## config.mk

```make
export PLATFORM = sky130hd
export DESIGN_NAME = msq_sequencer
export DESIGN_NICKNAME = d
export VERILOG_FILES = /design/src/pkg/msq_pkg.sv /design/src/core/msq_sequencer.sv /design/src/core/msq_phase_mem.sv /design/src/core/msq_angle_add.sv
export VERILOG_INCLUDE_DIRS = /design/src /design/src/pkg
export SDC_FILE = /design/constraint.sdc
export NUM_CORES = 1
export LEC_CHECK = 0
export BUFFER_PORTS_ARGS = -buffer_cell sky130_fd_sc_hd__buf_2
export CAP_MARGIN = 20
export CORE_MARGIN = 2
export CORE_UTILIZATION = 50
export CTS_BUF_LIST = sky130_fd_sc_hd__clkbuf_8
export DETAILED_ROUTE_END_ITERATION = 16
export PLACE_DENSITY = 0.69
export SYNTH_ARGS = -nofsm -noshare
export SYNTH_HDL_FRONTEND = slang
export SYNTH_SLANG_ARGS = --single-unit
```

## constraint.sdc

```tcl
create_clock -name sys_clk -period 4.2 [get_ports sys_clk]
set_input_delay 0.63 -clock sys_clk [delete_from_list [all_inputs] [get_ports sys_clk]]
set_output_delay 0.63 -clock sys_clk [all_outputs]
set_load 0.02 [all_outputs]
```

## src/pkg/msq_regs.svh

```systemverilog
// Contract
// RULE1: Sixty-four entry table indexed by angle number
// RULE2: Entry holds 6-bit level, direction per phase
// RULE3: One angle unit is a sixteenth microstep
// RULE4: Reset loads sine profile, angle eight
// RULE5: Step pulses move by resolution increment
// RULE6: Resolution defaults to full step
// RULE7: Resolution is OR of pins and config
// RULE8: Serial adds signed 6-bit step change
// RULE9: Each serial unit moves one position
// RULE10: Host keeps step change within sixteen
// RULE11: Serial step size may change every command
// RULE12: Angle selects level and direction per phase
// RULE13: Decay from table position and motion direction
// RULE14: Levels are fractions of scaled phase maximum
// RULE15: Advance once per step rising edge
// RULE16: Direction high counts up, low down
// RULE17: Direction input ignored under serial control
// RULE18: Code sixty-three means full phase current
// RULE19: Angle wraps modulo sixty-four both ways
// RULE20: Select 0..3 gives increments 16,8,4,1
`ifndef MSQ_REGS_SVH
`define MSQ_REGS_SVH

// ----------------------------------------
// Register offsets
// ----------------------------------------
`define MSQ_OFF_CTRL 8'h00
`define MSQ_OFF_STEP_CHG 8'h04
`define MSQ_OFF_ANGLE 8'h08
`define MSQ_OFF_TBL_ADDR 8'h0c
`define MSQ_OFF_TBL_DATA 8'h10
`define MSQ_OFF_STATUS 8'h14

// ----------------------------------------
// Field positions
// ----------------------------------------
`define MSQ_CTRL_RES_LO 0
`define MSQ_CTRL_RES_HI 1
`define MSQ_CTRL_MXI_LSB 2
`define MSQ_CTRL_MXI_MSB 3
`define MSQ_CTRL_SERIAL 4
`define MSQ_STAT_LOADING 0
`define MSQ_STAT_FWD 1
`define MSQ_STAT_RES_LSB 2
`define MSQ_STAT_RES_MSB 3

// ----------------------------------------
// Reset values and counts
// ----------------------------------------
`define MSQ_CTRL_RESET 5'h00
`define MSQ_HOME_ANGLE 6'h08
`define MSQ_TABLE_DEPTH 64
`define MSQ_INC_FULL 7'h10
`define MSQ_INC_HALF 7'h08
`define MSQ_INC_QUARTER 7'h04
`define MSQ_INC_SIXTEENTH 7'h01

`endif

```

## src/pkg/msq_pkg.sv

```systemverilog
package msq_pkg;

    // One phase drive: direction plus DAC level
    typedef struct packed {
        logic dir;
        logic [5:0] dac;
    } msq_phase_t;

    // One table line, phase A in the upper half
    typedef struct packed {
        msq_phase_t a;
        msq_phase_t b;
    } msq_entry_t;

    // Register port request
    typedef struct packed {
        logic [7:0] addr;
        logic [31:0] wdata;
        logic wr;
        logic rd;
    } msq_bus_req_t;

    typedef enum logic [1:0] {
        MSQ_DECAY_SLOW = 2'b01,
        MSQ_DECAY_MIXED = 2'b10
    } msq_decay_t;

    typedef enum logic [1:0] {
        MSQ_ST_LOAD = 2'b01,
        MSQ_ST_RUN = 2'b10
    } msq_state_t;

endpackage : msq_pkg

```

## src/core/msq_sequencer.sv

```systemverilog
`timescale 1ns/1ps
`include "msq_regs.svh"
module msq_sequencer #(
    parameter int AW = 6,
    parameter int DEPTH = `MSQ_TABLE_DEPTH
) (
    input wire logic sys_clk,
    input wire logic reset,
    input wire logic [7:0] bus_addr,
    input wire logic [31:0] bus_wdata,
    input wire logic bus_wr,
    input wire logic bus_rd,
    output logic [31:0] bus_rdata,
    input wire logic step_in,
    input wire logic dir_in,
    input wire logic step_res_sel_lo,
    input wire logic step_res_sel_hi,
    output msq_pkg::msq_phase_t phase_a,
    output msq_pkg::msq_phase_t phase_b,
    output msq_pkg::msq_decay_t decay_a,
    output msq_pkg::msq_decay_t decay_b,
    output logic [1:0] phase_max_scale,
    output logic table_loading
);
    // ----------------------------------------
    // Declarations
    // ----------------------------------------
    msq_pkg::msq_bus_req_t req;
    msq_pkg::msq_state_t state_reg;
    msq_pkg::msq_entry_t entry;
    logic [4:0] ctrl_reg;
    logic [AW-1:0] angle_reg;
    logic [AW-1:0] angle_next;
    logic [AW-1:0] load_idx_reg;
    logic [AW-1:0] tbl_addr_reg;
    logic fwd_reg;
    logic step_prev_reg;
    logic step_edge;
    logic serial_mode;
    logic [1:0] res_sel;
    logic [6:0] res_inc;
    logic signed [6:0] delta;
    logic move;
    logic move_fwd;
    logic mem_wr;
    logic [AW-1:0] mem_waddr;
    logic [13:0] mem_wdata;
    logic [13:0] mem_rdata;
    logic [13:0] sine_line;
    logic [AW-1:0] out_angle_reg;
    logic chg_wr;
    logic tbl_wr;

    assign req.addr = bus_addr;
    assign req.wdata = bus_wdata;
    assign req.wr = bus_wr;
    assign req.rd = bus_rd;

    // ----------------------------------------
    // Sine profile generator
    // ----------------------------------------
    // Magnitude of a sine over one quarter, in sixteenth steps
    function automatic logic [5:0] quarter_mag(input logic [4:0] k);
        logic [5:0] m;
        m = 6'h00;
        case (k)
            5'h00: m = 6'h00;
            5'h01: m = 6'h06;
            5'h02: m = 6'h0c;
            5'h03: m = 6'h12;
            5'h04: m = 6'h18;
            5'h05: m = 6'h1e;
            5'h06: m = 6'h23;
            5'h07: m = 6'h28;
            5'h08: m = 6'h2d;
            5'h09: m = 6'h31;
            5'h0a: m = 6'h34;
            5'h0b: m = 6'h38;
            5'h0c: m = 6'h3a;
            5'h0d: m = 6'h3c;
            5'h0e: m = 6'h3e;
            5'h0f: m = 6'h3f;
            default: m = 6'h3f;
        endcase
        return m;
    endfunction : quarter_mag

    // Signed sine at a table index as direction and level
    function automatic msq_pkg::msq_phase_t sine_at(input logic [5:0] n);
        msq_pkg::msq_phase_t p;
        logic [4:0] r;
        r = {1'b0, n[3:0]};
        p.dir = ~n[5];
        if (n[4]) begin
            p.dac = quarter_mag(5'h10 - r);
        end else begin
            p.dac = quarter_mag(r);
        end
        return p;
    endfunction : sine_at

    // Phase A follows the cosine, phase B the sine; both 45 at home
    always_comb begin
        sine_line = {sine_at(load_idx_reg + 6'h10), sine_at(load_idx_reg)};
    end

    // ----------------------------------------
    // Loader state machine
    // ----------------------------------------
    // Fills every line with the sine profile after reset
    always_ff @(posedge sys_clk or posedge reset) begin
        if (reset) begin
            state_reg <= msq_pkg::MSQ_ST_LOAD;
            load_idx_reg <= '0;
        end else begin
            case (state_reg)
                msq_pkg::MSQ_ST_LOAD: begin
                    load_idx_reg <= load_idx_reg + 6'h01; // [RULE4]
                    if (load_idx_reg == AW'(DEPTH - 1)) begin
                        state_reg <= msq_pkg::MSQ_ST_RUN;
                    end
                end
                msq_pkg::MSQ_ST_RUN: begin
                    state_reg <= msq_pkg::MSQ_ST_RUN;
                end
                default: begin
                    state_reg <= msq_pkg::MSQ_ST_LOAD;
                end
            endcase
        end
    end

    assign table_loading = (state_reg == msq_pkg::MSQ_ST_LOAD);

    // Loader owns the write port; software table writes are dropped until done
    always_comb begin
        tbl_wr = req.wr && (req.addr == `MSQ_OFF_TBL_DATA) && !table_loading;
        if (table_loading) begin
            mem_wr = 1'b1;
            mem_waddr = load_idx_reg;
            mem_wdata = sine_line; // [RULE4]
        end else begin
            mem_wr = tbl_wr;
            mem_waddr = tbl_addr_reg;
            mem_wdata = req.wdata[13:0];
        end
    end

    // ----------------------------------------
    // Phase table
    // ----------------------------------------
    // One line per sixteenth microstep, read at the angle
    msq_phase_mem #(
        .DEPTH(DEPTH),
        .AW(AW),
        .DW(14)
    ) u_mem (
        .sys_clk(sys_clk),
        .reset(reset),
        .wr_en(mem_wr),
        .wr_addr(mem_waddr),
        .wr_data(mem_wdata),
        .rd_addr(angle_reg), // [RULE1] [RULE12]
        .rd_data(mem_rdata)
    );

    assign entry = msq_pkg::msq_entry_t'(mem_rdata); // [RULE2]

    // ----------------------------------------
    // Control register
    // ----------------------------------------
    // Resolution bits reset to zero, which is full step
    always_ff @(posedge sys_clk or posedge reset) begin
        if (reset) begin
            ctrl_reg <= `MSQ_CTRL_RESET; // [RULE6]
        end else if (req.wr && req.addr == `MSQ_OFF_CTRL) begin
            ctrl_reg <= req.wdata[4:0];
        end
    end

    assign serial_mode = ctrl_reg[`MSQ_CTRL_SERIAL];
    assign phase_max_scale =
        ctrl_reg[`MSQ_CTRL_MXI_MSB:`MSQ_CTRL_MXI_LSB]; // [RULE14]

    // Table write pointer advances so a block load is one burst
    always_ff @(posedge sys_clk or posedge reset) begin
        if (reset) begin
            tbl_addr_reg <= '0;
        end else if (req.wr && req.addr == `MSQ_OFF_TBL_ADDR) begin
            tbl_addr_reg <= req.wdata[AW-1:0];
        end else if (tbl_wr) begin
            tbl_addr_reg <= tbl_addr_reg + 6'h01;
        end
    end

    // ----------------------------------------
    // Step resolution
    // ----------------------------------------
    // Either source can raise a bit, so pins cannot cancel config
    always_comb begin
        res_sel[0] = step_res_sel_lo | ctrl_reg[`MSQ_CTRL_RES_LO]; // [RULE7]
        res_sel[1] = step_res_sel_hi | ctrl_reg[`MSQ_CTRL_RES_HI]; // [RULE7]
        case (res_sel)
            2'b00: res_inc = `MSQ_INC_FULL; // [RULE20] [RULE3]
            2'b01: res_inc = `MSQ_INC_HALF; // [RULE20]
            2'b10: res_inc = `MSQ_INC_QUARTER; // [RULE20]
            default: res_inc = `MSQ_INC_SIXTEENTH; // [RULE20]
        endcase
    end

    // ----------------------------------------
    // Step pulse edge detect
    // ----------------------------------------
    // Resets high so a level already high at release is no edge
    always_ff @(posedge sys_clk or posedge reset) begin
        if (reset) begin
            step_prev_reg <= 1'b1;
        end else begin
            step_prev_reg <= step_in;
        end
    end

    assign step_edge = step_in && !step_prev_reg; // [RULE15]

    // ----------------------------------------
    // Move selection
    // ----------------------------------------
    // Serial mode ignores both step and direction pins
    always_comb begin
        chg_wr = req.wr && (req.addr == `MSQ_OFF_STEP_CHG);
        move = 1'b0;
        move_fwd = fwd_reg;
        delta = '0;
        if (serial_mode) begin // [RULE17]
            if (chg_wr) begin
                // Sign-extended value, each unit is one position
                delta = {req.wdata[5], req.wdata[5:0]}; // [RULE8] [RULE9]
                move = (req.wdata[5:0] != 6'h00); // [RULE11]
                move_fwd = !req.wdata[5]; // [RULE8]
            end
        end else if (step_edge) begin
            move = 1'b1;
            move_fwd = dir_in; // [RULE16]
            if (dir_in) begin
                delta = res_inc; // [RULE5]
            end else begin
                delta = -res_inc; // [RULE5] [RULE16]
            end
        end
    end

    // Host range of plus or minus sixteen is not enforced here
    msq_angle_add #(
        .AW(AW),
        .DW(7)
    ) u_add (
        .angle(angle_reg),
        .delta(delta), // [RULE10]
        .sum(angle_next)
    );

    // ----------------------------------------
    // Angle and motion direction
    // ----------------------------------------
    always_ff @(posedge sys_clk or posedge reset) begin
        if (reset) begin
            angle_reg <= `MSQ_HOME_ANGLE; // [RULE4]
            fwd_reg <= 1'b1;
        end else if (move) begin
            angle_reg <= angle_next; // [RULE19]
            fwd_reg <= move_fwd;
        end
    end

    // Angle delayed to line up with the registered table read
    always_ff @(posedge sys_clk or posedge reset) begin
        if (reset) begin
            out_angle_reg <= `MSQ_HOME_ANGLE;
        end else begin
            out_angle_reg <= angle_reg;
        end
    end

    // ----------------------------------------
    // Phase drive and decay
    // ----------------------------------------
    // Level passes unscaled; 63 is full phase maximum in the DAC
    assign phase_a = entry.a; // [RULE12] [RULE18]
    assign phase_b = entry.b; // [RULE12] [RULE18]

    // Sine magnitude rises in even quadrants when moving forward;
    // cosine the other way. Rising uses slow decay, falling mixed.
    always_ff @(posedge sys_clk or posedge reset) begin
        if (reset) begin
            decay_a <= msq_pkg::MSQ_DECAY_SLOW;
            decay_b <= msq_pkg::MSQ_DECAY_SLOW;
        end else begin
            if (out_angle_reg[4] ^ fwd_reg) begin // [RULE13]
                decay_a <= msq_pkg::MSQ_DECAY_MIXED;
            end else begin
                decay_a <= msq_pkg::MSQ_DECAY_SLOW;
            end
            if (out_angle_reg[4] ^ !fwd_reg) begin // [RULE13]
                decay_b <= msq_pkg::MSQ_DECAY_MIXED;
            end else begin
                decay_b <= msq_pkg::MSQ_DECAY_SLOW;
            end
        end
    end

    // ----------------------------------------
    // Register read port
    // ----------------------------------------
    // Data stand in the cycle after the strobe only
    always_ff @(posedge sys_clk or posedge reset) begin
        if (reset) begin
            bus_rdata <= '0;
        end else if (!req.rd) begin
            bus_rdata <= '0;
        end else if (req.addr == `MSQ_OFF_CTRL) begin
            bus_rdata <= {27'h0, ctrl_reg};
        end else if (req.addr == `MSQ_OFF_ANGLE) begin
            bus_rdata <= {26'h0, angle_reg};
        end else if (req.addr == `MSQ_OFF_TBL_ADDR) begin
            bus_rdata <= {26'h0, tbl_addr_reg};
        end else if (req.addr == `MSQ_OFF_TBL_DATA) begin
            bus_rdata <= {18'h0, mem_rdata};
        end else if (req.addr == `MSQ_OFF_STATUS) begin
            bus_rdata <= {28'h0, res_sel, fwd_reg, table_loading};
        end else begin
            bus_rdata <= '0;
        end
    end
endmodule : msq_sequencer

```

## src/core/msq_phase_mem.sv

```systemverilog
`timescale 1ns/1ps
// Phase table storage with registered read data
module msq_phase_mem #(
    parameter int DEPTH = 64,
    parameter int AW = 6,
    parameter int DW = 14
) (
    input wire logic sys_clk,
    input wire logic reset,
    input wire logic wr_en,
    input wire logic [AW-1:0] wr_addr,
    input wire logic [DW-1:0] wr_data,
    input wire logic [AW-1:0] rd_addr,
    output logic [DW-1:0] rd_data
);
    logic [DW-1:0] mem [DEPTH];

    // Write port; contents are filled by the loader after reset
    always_ff @(posedge sys_clk) begin
        if (wr_en) begin
            mem[wr_addr] <= wr_data;
        end
    end

    // Read data registered so drive outputs come from flops
    always_ff @(posedge sys_clk or posedge reset) begin
        if (reset) begin
            rd_data <= '0;
        end else begin
            rd_data <= mem[rd_addr];
        end
    end
endmodule : msq_phase_mem

```

## src/core/msq_angle_add.sv

```systemverilog
`timescale 1ns/1ps
// Adds a signed delta to the angle and wraps modulo the table size
module msq_angle_add #(
    parameter int AW = 6,
    parameter int DW = 7
) (
    input wire logic [AW-1:0] angle,
    input wire logic signed [DW-1:0] delta,
    output logic [AW-1:0] sum
);
    logic [DW-1:0] wide;

    // Dropping the carry gives the wrap in both directions
    always_comb begin
        wide = DW'({1'b0, angle}) + delta;
        sum = wide[AW-1:0]; // [RULE19]
    end
endmodule : msq_angle_add

```

=== After elaboration in Yosys (flattened, before gate mapping) ===
Memories as Yosys holds them, arrays and structs flattened. A register that Yosys moved wholly into a read port is not among the register bits.
Index checks and enable logic that the tools add are counted.

* Memory bits (read-only): 384
* Memories kept: 5
* Bits in latches: 0
* Logic and storage cells: 89
* Register bits after elaboration: 68
* Memory bits (writable): 896
* Output and inout port bits: 53
* Input bits: 48

{| class="wikitable"
|+ Memory list
! memory !! depth !! width !! read ports !! clocked after Yosys merged registers in !! write ports !! RTL line !! RTL
|-
| u_mem.mem || 64 || 14 || 1 || 1 || 1 || msq_phase_mem.sv:16 || <nowiki>logic [DW-1:0] mem [DEPTH];</nowiki>
|-
| (name not given) || 16 || 6 || 1 || 0 || 0 || msq_sequencer.sv:66 || <nowiki>case (k)</nowiki>
|-
| (name not given) || 16 || 6 || 1 || 0 || 0 || msq_sequencer.sv:66 ||
|-
| (name not given) || 16 || 6 || 1 || 0 || 0 || msq_sequencer.sv:66 ||
|-
| (name not given) || 16 || 6 || 1 || 0 || 0 || msq_sequencer.sv:66 ||
|}

* Add/sub/neg operators: 7
* Shift-type cells: 0
* Multiply operators: 0
* Divide/modulo/power cells: 0
* Bitwise logic cells: 6
* Order comparisons: 0
* Eq/ne operators: 12
* Muxes and demuxes: 32
* Reduce and logical (&&, ||, !) cells: 16

{| class="wikitable"
|+ Operator list
! kind !! number
|-
| $mux W14 || 6
|-
| $mux W6 || 11
|-
| $eq A8 B4 Y1 const B || 2
|-
| $eq A8 B5 Y1 const B || 2
|-
| $pmux W5 S3 || 1
|-
| $add A6 B1 Y6 const B || 2
|-
| $sub A5 B4 Y5 const A || 2
|-
| $mux W1 || 9
|-
| $eq A8 B3 Y1 const B || 1
|-
| $logic_not A8 Y1 || 1
|-
| $add A6 B5 Y6 const B || 1
|-
| $add A6 B6 Y6 || 1
|-
| $eq A6 B6 Y1 const B || 1
|-
| $logic_and A1 B1 Y1 || 6
|-
| $mux W2 || 3
|-
| $neg A5 Y6 || 1
|-
| $reduce_bool A6 Y1 || 1
|-
| $eq A2 B1 Y1 const B || 2
|-
| $eq A2 B2 Y1 const B || 2
|-
| $logic_not A1 Y1 || 4
|-
| $mux W4 || 1
|-
| $ne A2 B1 Y1 const B || 2
|-
| $pmux W2 S2 || 1
|-
| $reduce_bool A2 Y1 || 2
|-
| other kinds (5) || 8
|}

=== Depth between registers and ports, before layout ===
Gate-level depths: netlist of run 1.

* Word-level depth: 8
* Gate-level depth with buffers: 12
* Depth with buffers taken out: 11

=== By module ===
Synthesis of run 1 repeated with hierarchy kept, for this count alone.

* Cells, all modules: 1932
* Area, all modules: 38567.0 um2

{| class="wikitable"
|+ Modules (own cells, without submodules)
! module !! cells an instance !! instances !! sequential area each (um2) !! area an instance (um2)
|-
| msq_phase_mem || 1546 || 1 || 27256.1 || 34997.3
|-
| msq_sequencer || 367 || 1 || 1158.6 || 3383.2
|-
| msq_angle_add || 19 || 1 || 0.0 || 186.4
|}

=== Least setup slack after synthesis of run 1 ===
Ideal clock, no wire load.

* Kind: flip-flop to flip-flop
* From: register state_reg[0]
* To: memory u_mem.mem[0][4], data pin
* Cell stages (with the launch flop): 6
* Path buffers: 3
* Clock period less this slack: 4592 ps
* Setup slack: -392 ps
* Library setup time: 702 ps
* Arrival: 3890 ps
* Required time: 3498 ps
* Cells stage by stage: dfstp_2 ha_1 clkbuf_1 buf_1 buf_1 o21ai_0

* Word-level cells in the longest chain between the ends: 2

{| class="wikitable"
|+ RTL lines
! element !! RTL line !! RTL
|-
| start: declaration || msq_sequencer.sv:29 || <nowiki>msq_pkg::msq_state_t state_reg;</nowiki>
|-
| start signal: assignment || msq_sequencer.sv:113 || <nowiki>state_reg <= msq_pkg::MSQ_ST_LOAD;</nowiki>
|-
| start signal: assignment || msq_sequencer.sv:120 || <nowiki>state_reg <= msq_pkg::MSQ_ST_RUN;</nowiki>
|-
| start signal: assignment || msq_sequencer.sv:124 || <nowiki>state_reg <= msq_pkg::MSQ_ST_RUN;</nowiki>
|-
| $eq A2 B1 Y1 || msq_sequencer.sv:133 || <nowiki>assign table_loading = (state_reg == msq_pkg::MSQ_ST_LOAD);</nowiki>
|-
| net table_loading || msq_sequencer.sv:23 || <nowiki>output logic table_loading</nowiki>
|-
| $mux W14 || msq_sequencer.sv:138 || <nowiki>if (table_loading) begin</nowiki>
|-
| net mem_wdata[4] || msq_sequencer.sv:47 || <nowiki>logic [13:0] mem_wdata;</nowiki>
|-
| end: declaration || msq_phase_mem.sv:16 ||
|}

The timed path passes the listed nets, and every way through them passes these cells.

=== Worst setup path in the final report of run 1 ===
* From: register state_reg[0]
* To: memory u_mem.mem[4][4] (enable)

* Word-level cells in the longest chain between the ends: 6
* Elaborated cells on any way between the ends: 7
* Classes of those cells: eq/ne: 1; mux: 4; reduce/logical: 2

{| class="wikitable"
|+ RTL lines
! element !! RTL line !! RTL
|-
| $eq A2 B1 Y1 (*) || msq_sequencer.sv:133 ||
|-
| $logic_not A1 Y1 || msq_sequencer.sv:137 || <nowiki>tbl_wr = req.wr && (req.addr == `MSQ_OFF_TBL_DATA) && !table_loading;</nowiki>
|-
| $logic_and A1 B1 Y1 || msq_sequencer.sv:137 ||
|-
| $mux W1 || msq_sequencer.sv:138 ||
|-
| $mux W1 || msq_phase_mem.sv:20 || <nowiki>if (wr_en) begin</nowiki>
|-
| $mux W1 (not written as such) || msq_phase_mem.sv:21 || <nowiki>mem[wr_addr] <= wr_data;</nowiki>
|}

Every way passes the cells marked *; elsewhere a longest branch is shown, timed or not.

==> metrics, run 1 <==
combinational share of power 0.222; Crit path required time around 4700 ps; vias in the first global route 20.3k; Total Routing Usage GR 0.230; DR DRC count 0; Top Metal Used met4; Int Pwr approximately 16 mW; Critical Path Max Stage Delay roughly 540 ps; peak supply drop 0.303 mV; routed len/inst between 20 and 30 µm; largest net degree at the start of global routing around 100; number of fill cells between 5k and 6k; core area ~76000 µm²; library cells used by synthesis 72; setup slack, reg-to-reg 840 ps; clock buffer depth 3; storage element area 28400 µm²; Reg power frac 0.469; # port buffers 64; leakage around 14 nW; Rows around 100; initial antenna violation count 1; startpoint type of the worst setup path flip-flop; Mean Syn Cell Area roughly 20 µm²; max FFs per register 896; Clock Latency Late Sink ~800 ps; Post-CTS Setup Repair Bufs 0; crit path launch state_reg[0]; worst path arrival time about 3800 ps; post-CTS sizing 0; WP buf/inv 2; max_cap viols 0; Initial Util 0.503; switching share of power 0.293; critical setup path kind reg2reg; post-synthesis async set-or-reset flop share 0.0628; Slew Limit Headroom 0.331; DP HPWL between 50000 and 60000 µm; metal2 WL slightly above 40000 µm; Starting DRT DRC Count 2234; first-pass GRT wire length approximately 130000 µm; max-slew violation count 0; Psw between 6 and 7 mW; crit-path leading delay family simple AND/OR/NAND/NOR gates; Layout area overhead 12.9%; Worst-Margin Slew between 900 and 1000 ps; min-delay src bus_wr; Ports about 100; Die W roughly 280 µm; CP max-delay cell dfstp_2; post-route minimum period between 3000 and 4000 ps; final net count roughly 2.2k; Final ANT Viol Nets 0; RR Startpoint state_reg[0]; Final TNS setup 0 ps; die area between 70000 and 80000 µm²; PnR Total Power 22.8 mW; met1 wire length between 30000 and 40000 µm; Hold Vio Cnt, Final 0; clock skew 37.3 ps; largest registers u_mem.mem (896), bus_rdata (14), u_mem.rd_data (14); synthesized flop and latch total ~960; DRT Pass-1 Iters 5; EDFF count, synth 896; post-synth top area cell edfxtp_1; die height approximately 280 µm; Synth top area share 0.706; Fmax achieved just under 300 MHz; multi-input logic area ~9200 µm²; register area share after synthesis 0.746; CP Cell Sequence ha_2 > buf_4 > nor2b_1 > a21oi_1 > nand2_1 > nor2_1 > buf_4; vias per cell 6.12; CTS buffer count 149; fin worst setup slack between 800 and 900 ps; root buffer cell clkbuf_8; Worst-path clk slew ~60 ps; clock tree from TritonCTS yes; global route total overflow 0; ys flop type edfxtp_1; Most flops, register u_mem.mem; commonest non-fill, non-tap cells in the layout edfxtp_1, mux4_2, clkbuf_8; dpl ws between 700 and 800 ps; Final Wtd Congestion a little over 0.9; Routed WL approximately 90000 µm; WL met3 ~8500 µm; final critical-path share of the clock period 0.799; cell area power density between 500 and 600 nW/µm²; vias roughly 20k; CP max FO 24; most common cell after layout, fill and taps aside edfxtp_1; Hold Crit Class in2reg; Clk pwr share 0.309; unrepaired setup endpoints after global routing false; layout cells sized above 1 0.292; crit-path most repeated cell buf_4; Cell Area, Synth 38100 µm²; status finished, final reports clean; Critical Path Sink Type flip-flop; Post-Syn Instances 1934; Sink Count between 900 and 1k; H-tree levels 4; Area contributors post-synth edfxtp_1, mux4_2, dfrtp_1; synth warn 0; setup violators final 0
==> power by group through the flow <==
stage,sequential [mW],combinational [mW],clock [mW]
after floorplan,10.8,3.40,0
after global placement,10.9,5.03,0
after detailed placement,10.9,5.05,0
after CTS,10.7,5.07,7.19
after global routing,10.7,5.35,7.62
final,10.7,5.07,7.05
==> cell usage after synthesis, drive strengths merged (3+ instances only) <==
library cell and instances:
edfxtp 896, mux4 207, nor2 89, o22ai 75
buf 65, mux2 63, clkbuf 55, nand2 55
dfrtp 54, mux2i 50, o21ai 37, nand3 24
inv 23, a21oi 22, ha 15, nand2b 13
nor4 13, a211oi 12, nor3 12, a221oi 11
nor2b 9, o31a 9, o31ai 9, xor2 9
and3 8, a22oi 6, and2 6, dfstp 6
xnor2 5, a21o 4, a22o 4, nand4 4
nor3b 4, o221ai 4, o2bb2ai 4, or3 4
or4 4, a21boi 3, a32o 3, o211ai 3
or2 3
==> cell type report <==
type                       count  share of cell area
multi-input combinational    851               0.214
antenna                        1           0.0000582
timing repair buffer         184              0.0317
sequential                   956               0.661
inverter                      24             0.00209
tap                          978              0.0285
clock inverter               114              0.0133
clock buffer                 153              0.0490
==> routing by layer <==
metal  up-vias  global-route usage
met3       164              0.0650
met5         -                   0
li1       8417                   -
met1     10401               0.320
met2       968               0.348
met4         0              0.0854
==> final timing paths <==
kind / end / cells past startpoint
max reg2reg: u_mem.mem[4][4] / 7
max: u_mem.mem[4][4] / 7
min: tbl_addr_reg[4] / 2
min in group asynchronous: angle_reg[2] / 3
max in group asynchronous: state_reg[0] / 4
min reg2reg: decay_b[0] / 1
==> cell families (layout without fill, tap and decap cells) <==
kind of cell,count (synthesis),count (layout),share of synthesized area
adder cells (fa/ha/maj),16,16,0.00545
multiplexers,320,320,0.154
other,1,19,0.0000984
AO/OA/AOI/OAI,223,223,0.0393
AND/OR/NAND/NOR,260,260,0.0341
XOR/XNOR,14,14,0.00322
flip-flops,956,956,0.746
buffers and inverters,144,475,0.0177
==> metrics by stage <==
| stage | util | instances | instance area [µm²] | hold slack, ps |
|---|---|---|---|---|
| final | 0.568 | 3261 | 43000 | 119 |
| after global routing | 0.568 | 3261 | 43000 | 77.9 |
| after CTS | 0.568 | 3259 | 43000 | 53.4 |
| after detailed placement | 0.532 | 2990 | 40300 | 446 |
| after global placement | 0.532 | 2990 | 40300 | 436 |
| after floorplan | - | 1951 | 38200 | 426 |
==> timing repair <==
action                                 in CTS  in global routing
endpoints found under the hold margin      31                  0
setup endpoints to repair                   0                  0
hold buffers                                2                  0
(Power assumes the default switching activity.)
==> run 2, diff against run 1 <==
- ABC_AREA: default -> 1
- PLACE_DENSITY: 0.69 -> 0.66
- clock period: 4.2 -> 3.1 ns (I/O delays scaled with it)
==> run 2 against run 1 <==
Effect of this change:
- cell area is 6.1% higher
- critical path depth is 1 higher
- sequential share of layout area is 3.8 points lower
- worst hold slack better by 38 ps
- combinational power is 110% higher
- sequential cell count stayed put
- cell count is 52% higher
- worst setup slack worse by 650 ps
- power is 55% higher
- critical path type unchanged
- largest power group unchanged
- highest routed layer unchanged
==> metrics, run 2 <==
initial antenna violation count 1 (unchanged); Total Routing Usage GR 0.252 (+0.0221); leakage 17.7 nW (+24%); clock tree from TritonCTS yes; status finished, final reports clean; met3 GRT Util 0.0543 (-0.0108); Final ANT Viol Nets 0 (unchanged); Hold Vio Cnt, Final 0 (unchanged); Hold Crit Class in2reg; # port buffers 64 (unchanged); DRT Pass-1 Iters 6 (+1); EDFF count, synth 896 (unchanged); Post-Syn Instances 3613 (+87%); fin worst setup slack 192 ps (-652 ps); Worst-path clk slew 60 ps (about the same); Initial Util 0.507 (+0.00389); core area 79300 µm² (+4.7%); worst path arrival time 3380 ps (-430 ps); routing usage on met2 0.385 (+0.0376); largest net degree at the start of global routing 115 (+12%); max-slew violation count 0 (unchanged); Starting DRT DRC Count 3146 (+41%); largest registers u_mem.mem (896), bus_rdata (14), u_mem.rd_data (14); Worst-Margin Slew 986 ps (+3.29 ps); peak supply drop 0.611 mV (+100%); Cell Area, Synth 40200 µm² (+5.5%); busiest grt layer met2; cell count after placement 4664 (+56%); CTS buffer count 156 (+4.7%); most common cell after layout, fill and taps aside nand2_1; first-pass GRT wire length 155000 µm (+19%); Die W 288 µm (+2.7%); Fmax achieved 344 MHz (+15%); global route total overflow 0 (unchanged); setup slack, reg-to-reg 190 ps (-650 ps); post-synthesis async set-or-reset flop share 0.0628 (unchanged); Synth top area share 0.669 (-0.0369); most numerous cell in the Yosys netlist nand2_1; Final Wtd Congestion 0.898 (-2.1%); DR DRC count 0 (unchanged); setup violators final 0 (unchanged); Crit path required time 3570 ps (-1080 ps); routed len/inst 21.0 µm (-22%); cell area power density 774 nW/µm² (+46%); clock skew 46.9 ps (+9.56 ps); post-route minimum period 2910 ps (-448 ps); die area 82700 µm² (+5.4%); Post-synth top cells nand2_1, edfxtp_1, nand3_1, buf_2, inv_1; H-tree levels 4 (unchanged); vias in the first global route 25.5k (+26%); Sink Count 956 (unchanged); PnR Total Power 35.3 mW (+55%); Slew Limit Headroom 0.343 (+0.0118); post-synth top area cell edfxtp_1; final net count 3847 (+73%); vias per cell 5.51 (-10%); clock buffer depth 3 (unchanged); critical setup path kind reg2reg; met1 usage 0.357 (+0.0370); dpl ws 167 ps (-593 ps); Area contributors post-synth edfxtp_1, nand2_1, nand3_1; number of fill cells 6395 (+15%); Critical Path Sink Type flip-flop; Layout area overhead 13.5%; startpoint type of the worst setup path flip-flop; max FFs per register 896 (unchanged); Final TNS setup 0 ps (unchanged); Routed WL 104000 µm (+18%); layout cells sized above 1 0.121 (-0.171); final critical-path share of the clock period 0.938 (+0.139); unrepaired setup endpoints after global routing false; Rows 103 (+2.0%); final hold slack 157 ps (+37.9 ps); synthesized flop and latch total 956 (unchanged); register area share after synthesis 0.707 (-0.0390); Mean Syn Cell Area 11.1 µm² (-44%); CP max FO 14 (-42%); Clock Latency Late Sink 830 ps (+30 ps); vias 27.3k (+37%); root buffer cell clkbuf_8; library cells used by synthesis 42 (-42%); Ports 101 (unchanged); die height 288 µm (+2.7%); Layout Cells excl Fill 4956 (+52%); Most flops, register u_mem.mem; Post-CTS Setup Repair Bufs 0 (unchanged); ys flop type edfxtp_1; synth warn 0 (unchanged); max_cap viols 0 (unchanged); commonest non-fill, non-tap cells in the layout nand2_1, edfxtp_1, nand3_1; DP HPWL 60300 µm (+13%)
-- run 2: cell families after synthesis --
logic type / count (synthesis) / synth area share
fa+ha+maj: 16 / 0.00517
compound gates: 91 / 0.0139
xor+xnor: 13 / 0.00283
simple gates: 2188 / 0.233
other cells: 1 / 0.0000933
buf+inv: 348 / 0.0383
flops: 956 / 0.707
-- run 2: layer usage --
metal | vias to the layer above | share of wire
met5 | - | 0
met4 | 0 | 0.030
met3 | 171 | 0.088
met2 | 1230 | 0.46
met1 | 13068 | 0.42
li1 | 12824 | -
-- run 2: final cells by class --
cell class                 instances  area (µm²)  area share
clock inverter                   116         661      0.0145
inverter                         124         490      0.0108
multi-input combinational       2326       10400       0.228
timing repair buffer             219        2120      0.0464
clock buffer                     160        2200      0.0483
antenna                            5        12.5    0.000274
tap                             1050        1310      0.0288
sequential                       956       28400       0.623
-- run 2: power breakdown --
group	total [mW]	switching, mW	internal, mW	leakage (nW)
sequential	14.3	0.226	14.1	8.93
combinational	10.8	7.77	3.05	7.15
clock	10.1	4.98	5.17	1.67
total	35.3	13.0	22.3	17.7
-- run 2: timing repair --
action	in CTS	in global routing
setup endpoints to repair	0	61
hold endpoints to repair	34	0
hold buffers	10	0
resized for setup	0	1
-- run 2: worst paths after layout --
check | endpoint | from | cells past startpoint
min in group asynchronous | u_mem.rd_data[2] | reset | 3
max in group asynchronous | load_idx_reg[1] | reset | 4
hold / removal | tbl_addr_reg[2] | bus_addr[2] | 5
hold reg to reg | decay_b[0] | out_angle_reg[4] | 1
setup reg to reg | u_mem.mem[35][11] | state_reg[0] | 8
setup / recovery | u_mem.mem[35][11] | state_reg[0] | 8
-- run 2: worst max-delay path, stage by stage (launching register included) --
cell and delay [ps]:
dfstp_2 550, ha_4 240, nand2_1 120, o21ai_1 330, nand2_1 310, nor3_4 360
inv_1 220, nor2_1 170, buf_4 260
-- run 2: per-stage QoR --
| step | utilization | cell area, µm² |
|---|---|---|
| floorplan | - | 40300 |
| global placement | 0.538 | 42600 |
| detailed placement | 0.538 | 42600 |
| CTS | 0.575 | 45600 |
| global route | 0.576 | 45600 |
| finish | 0.576 | 45600 |
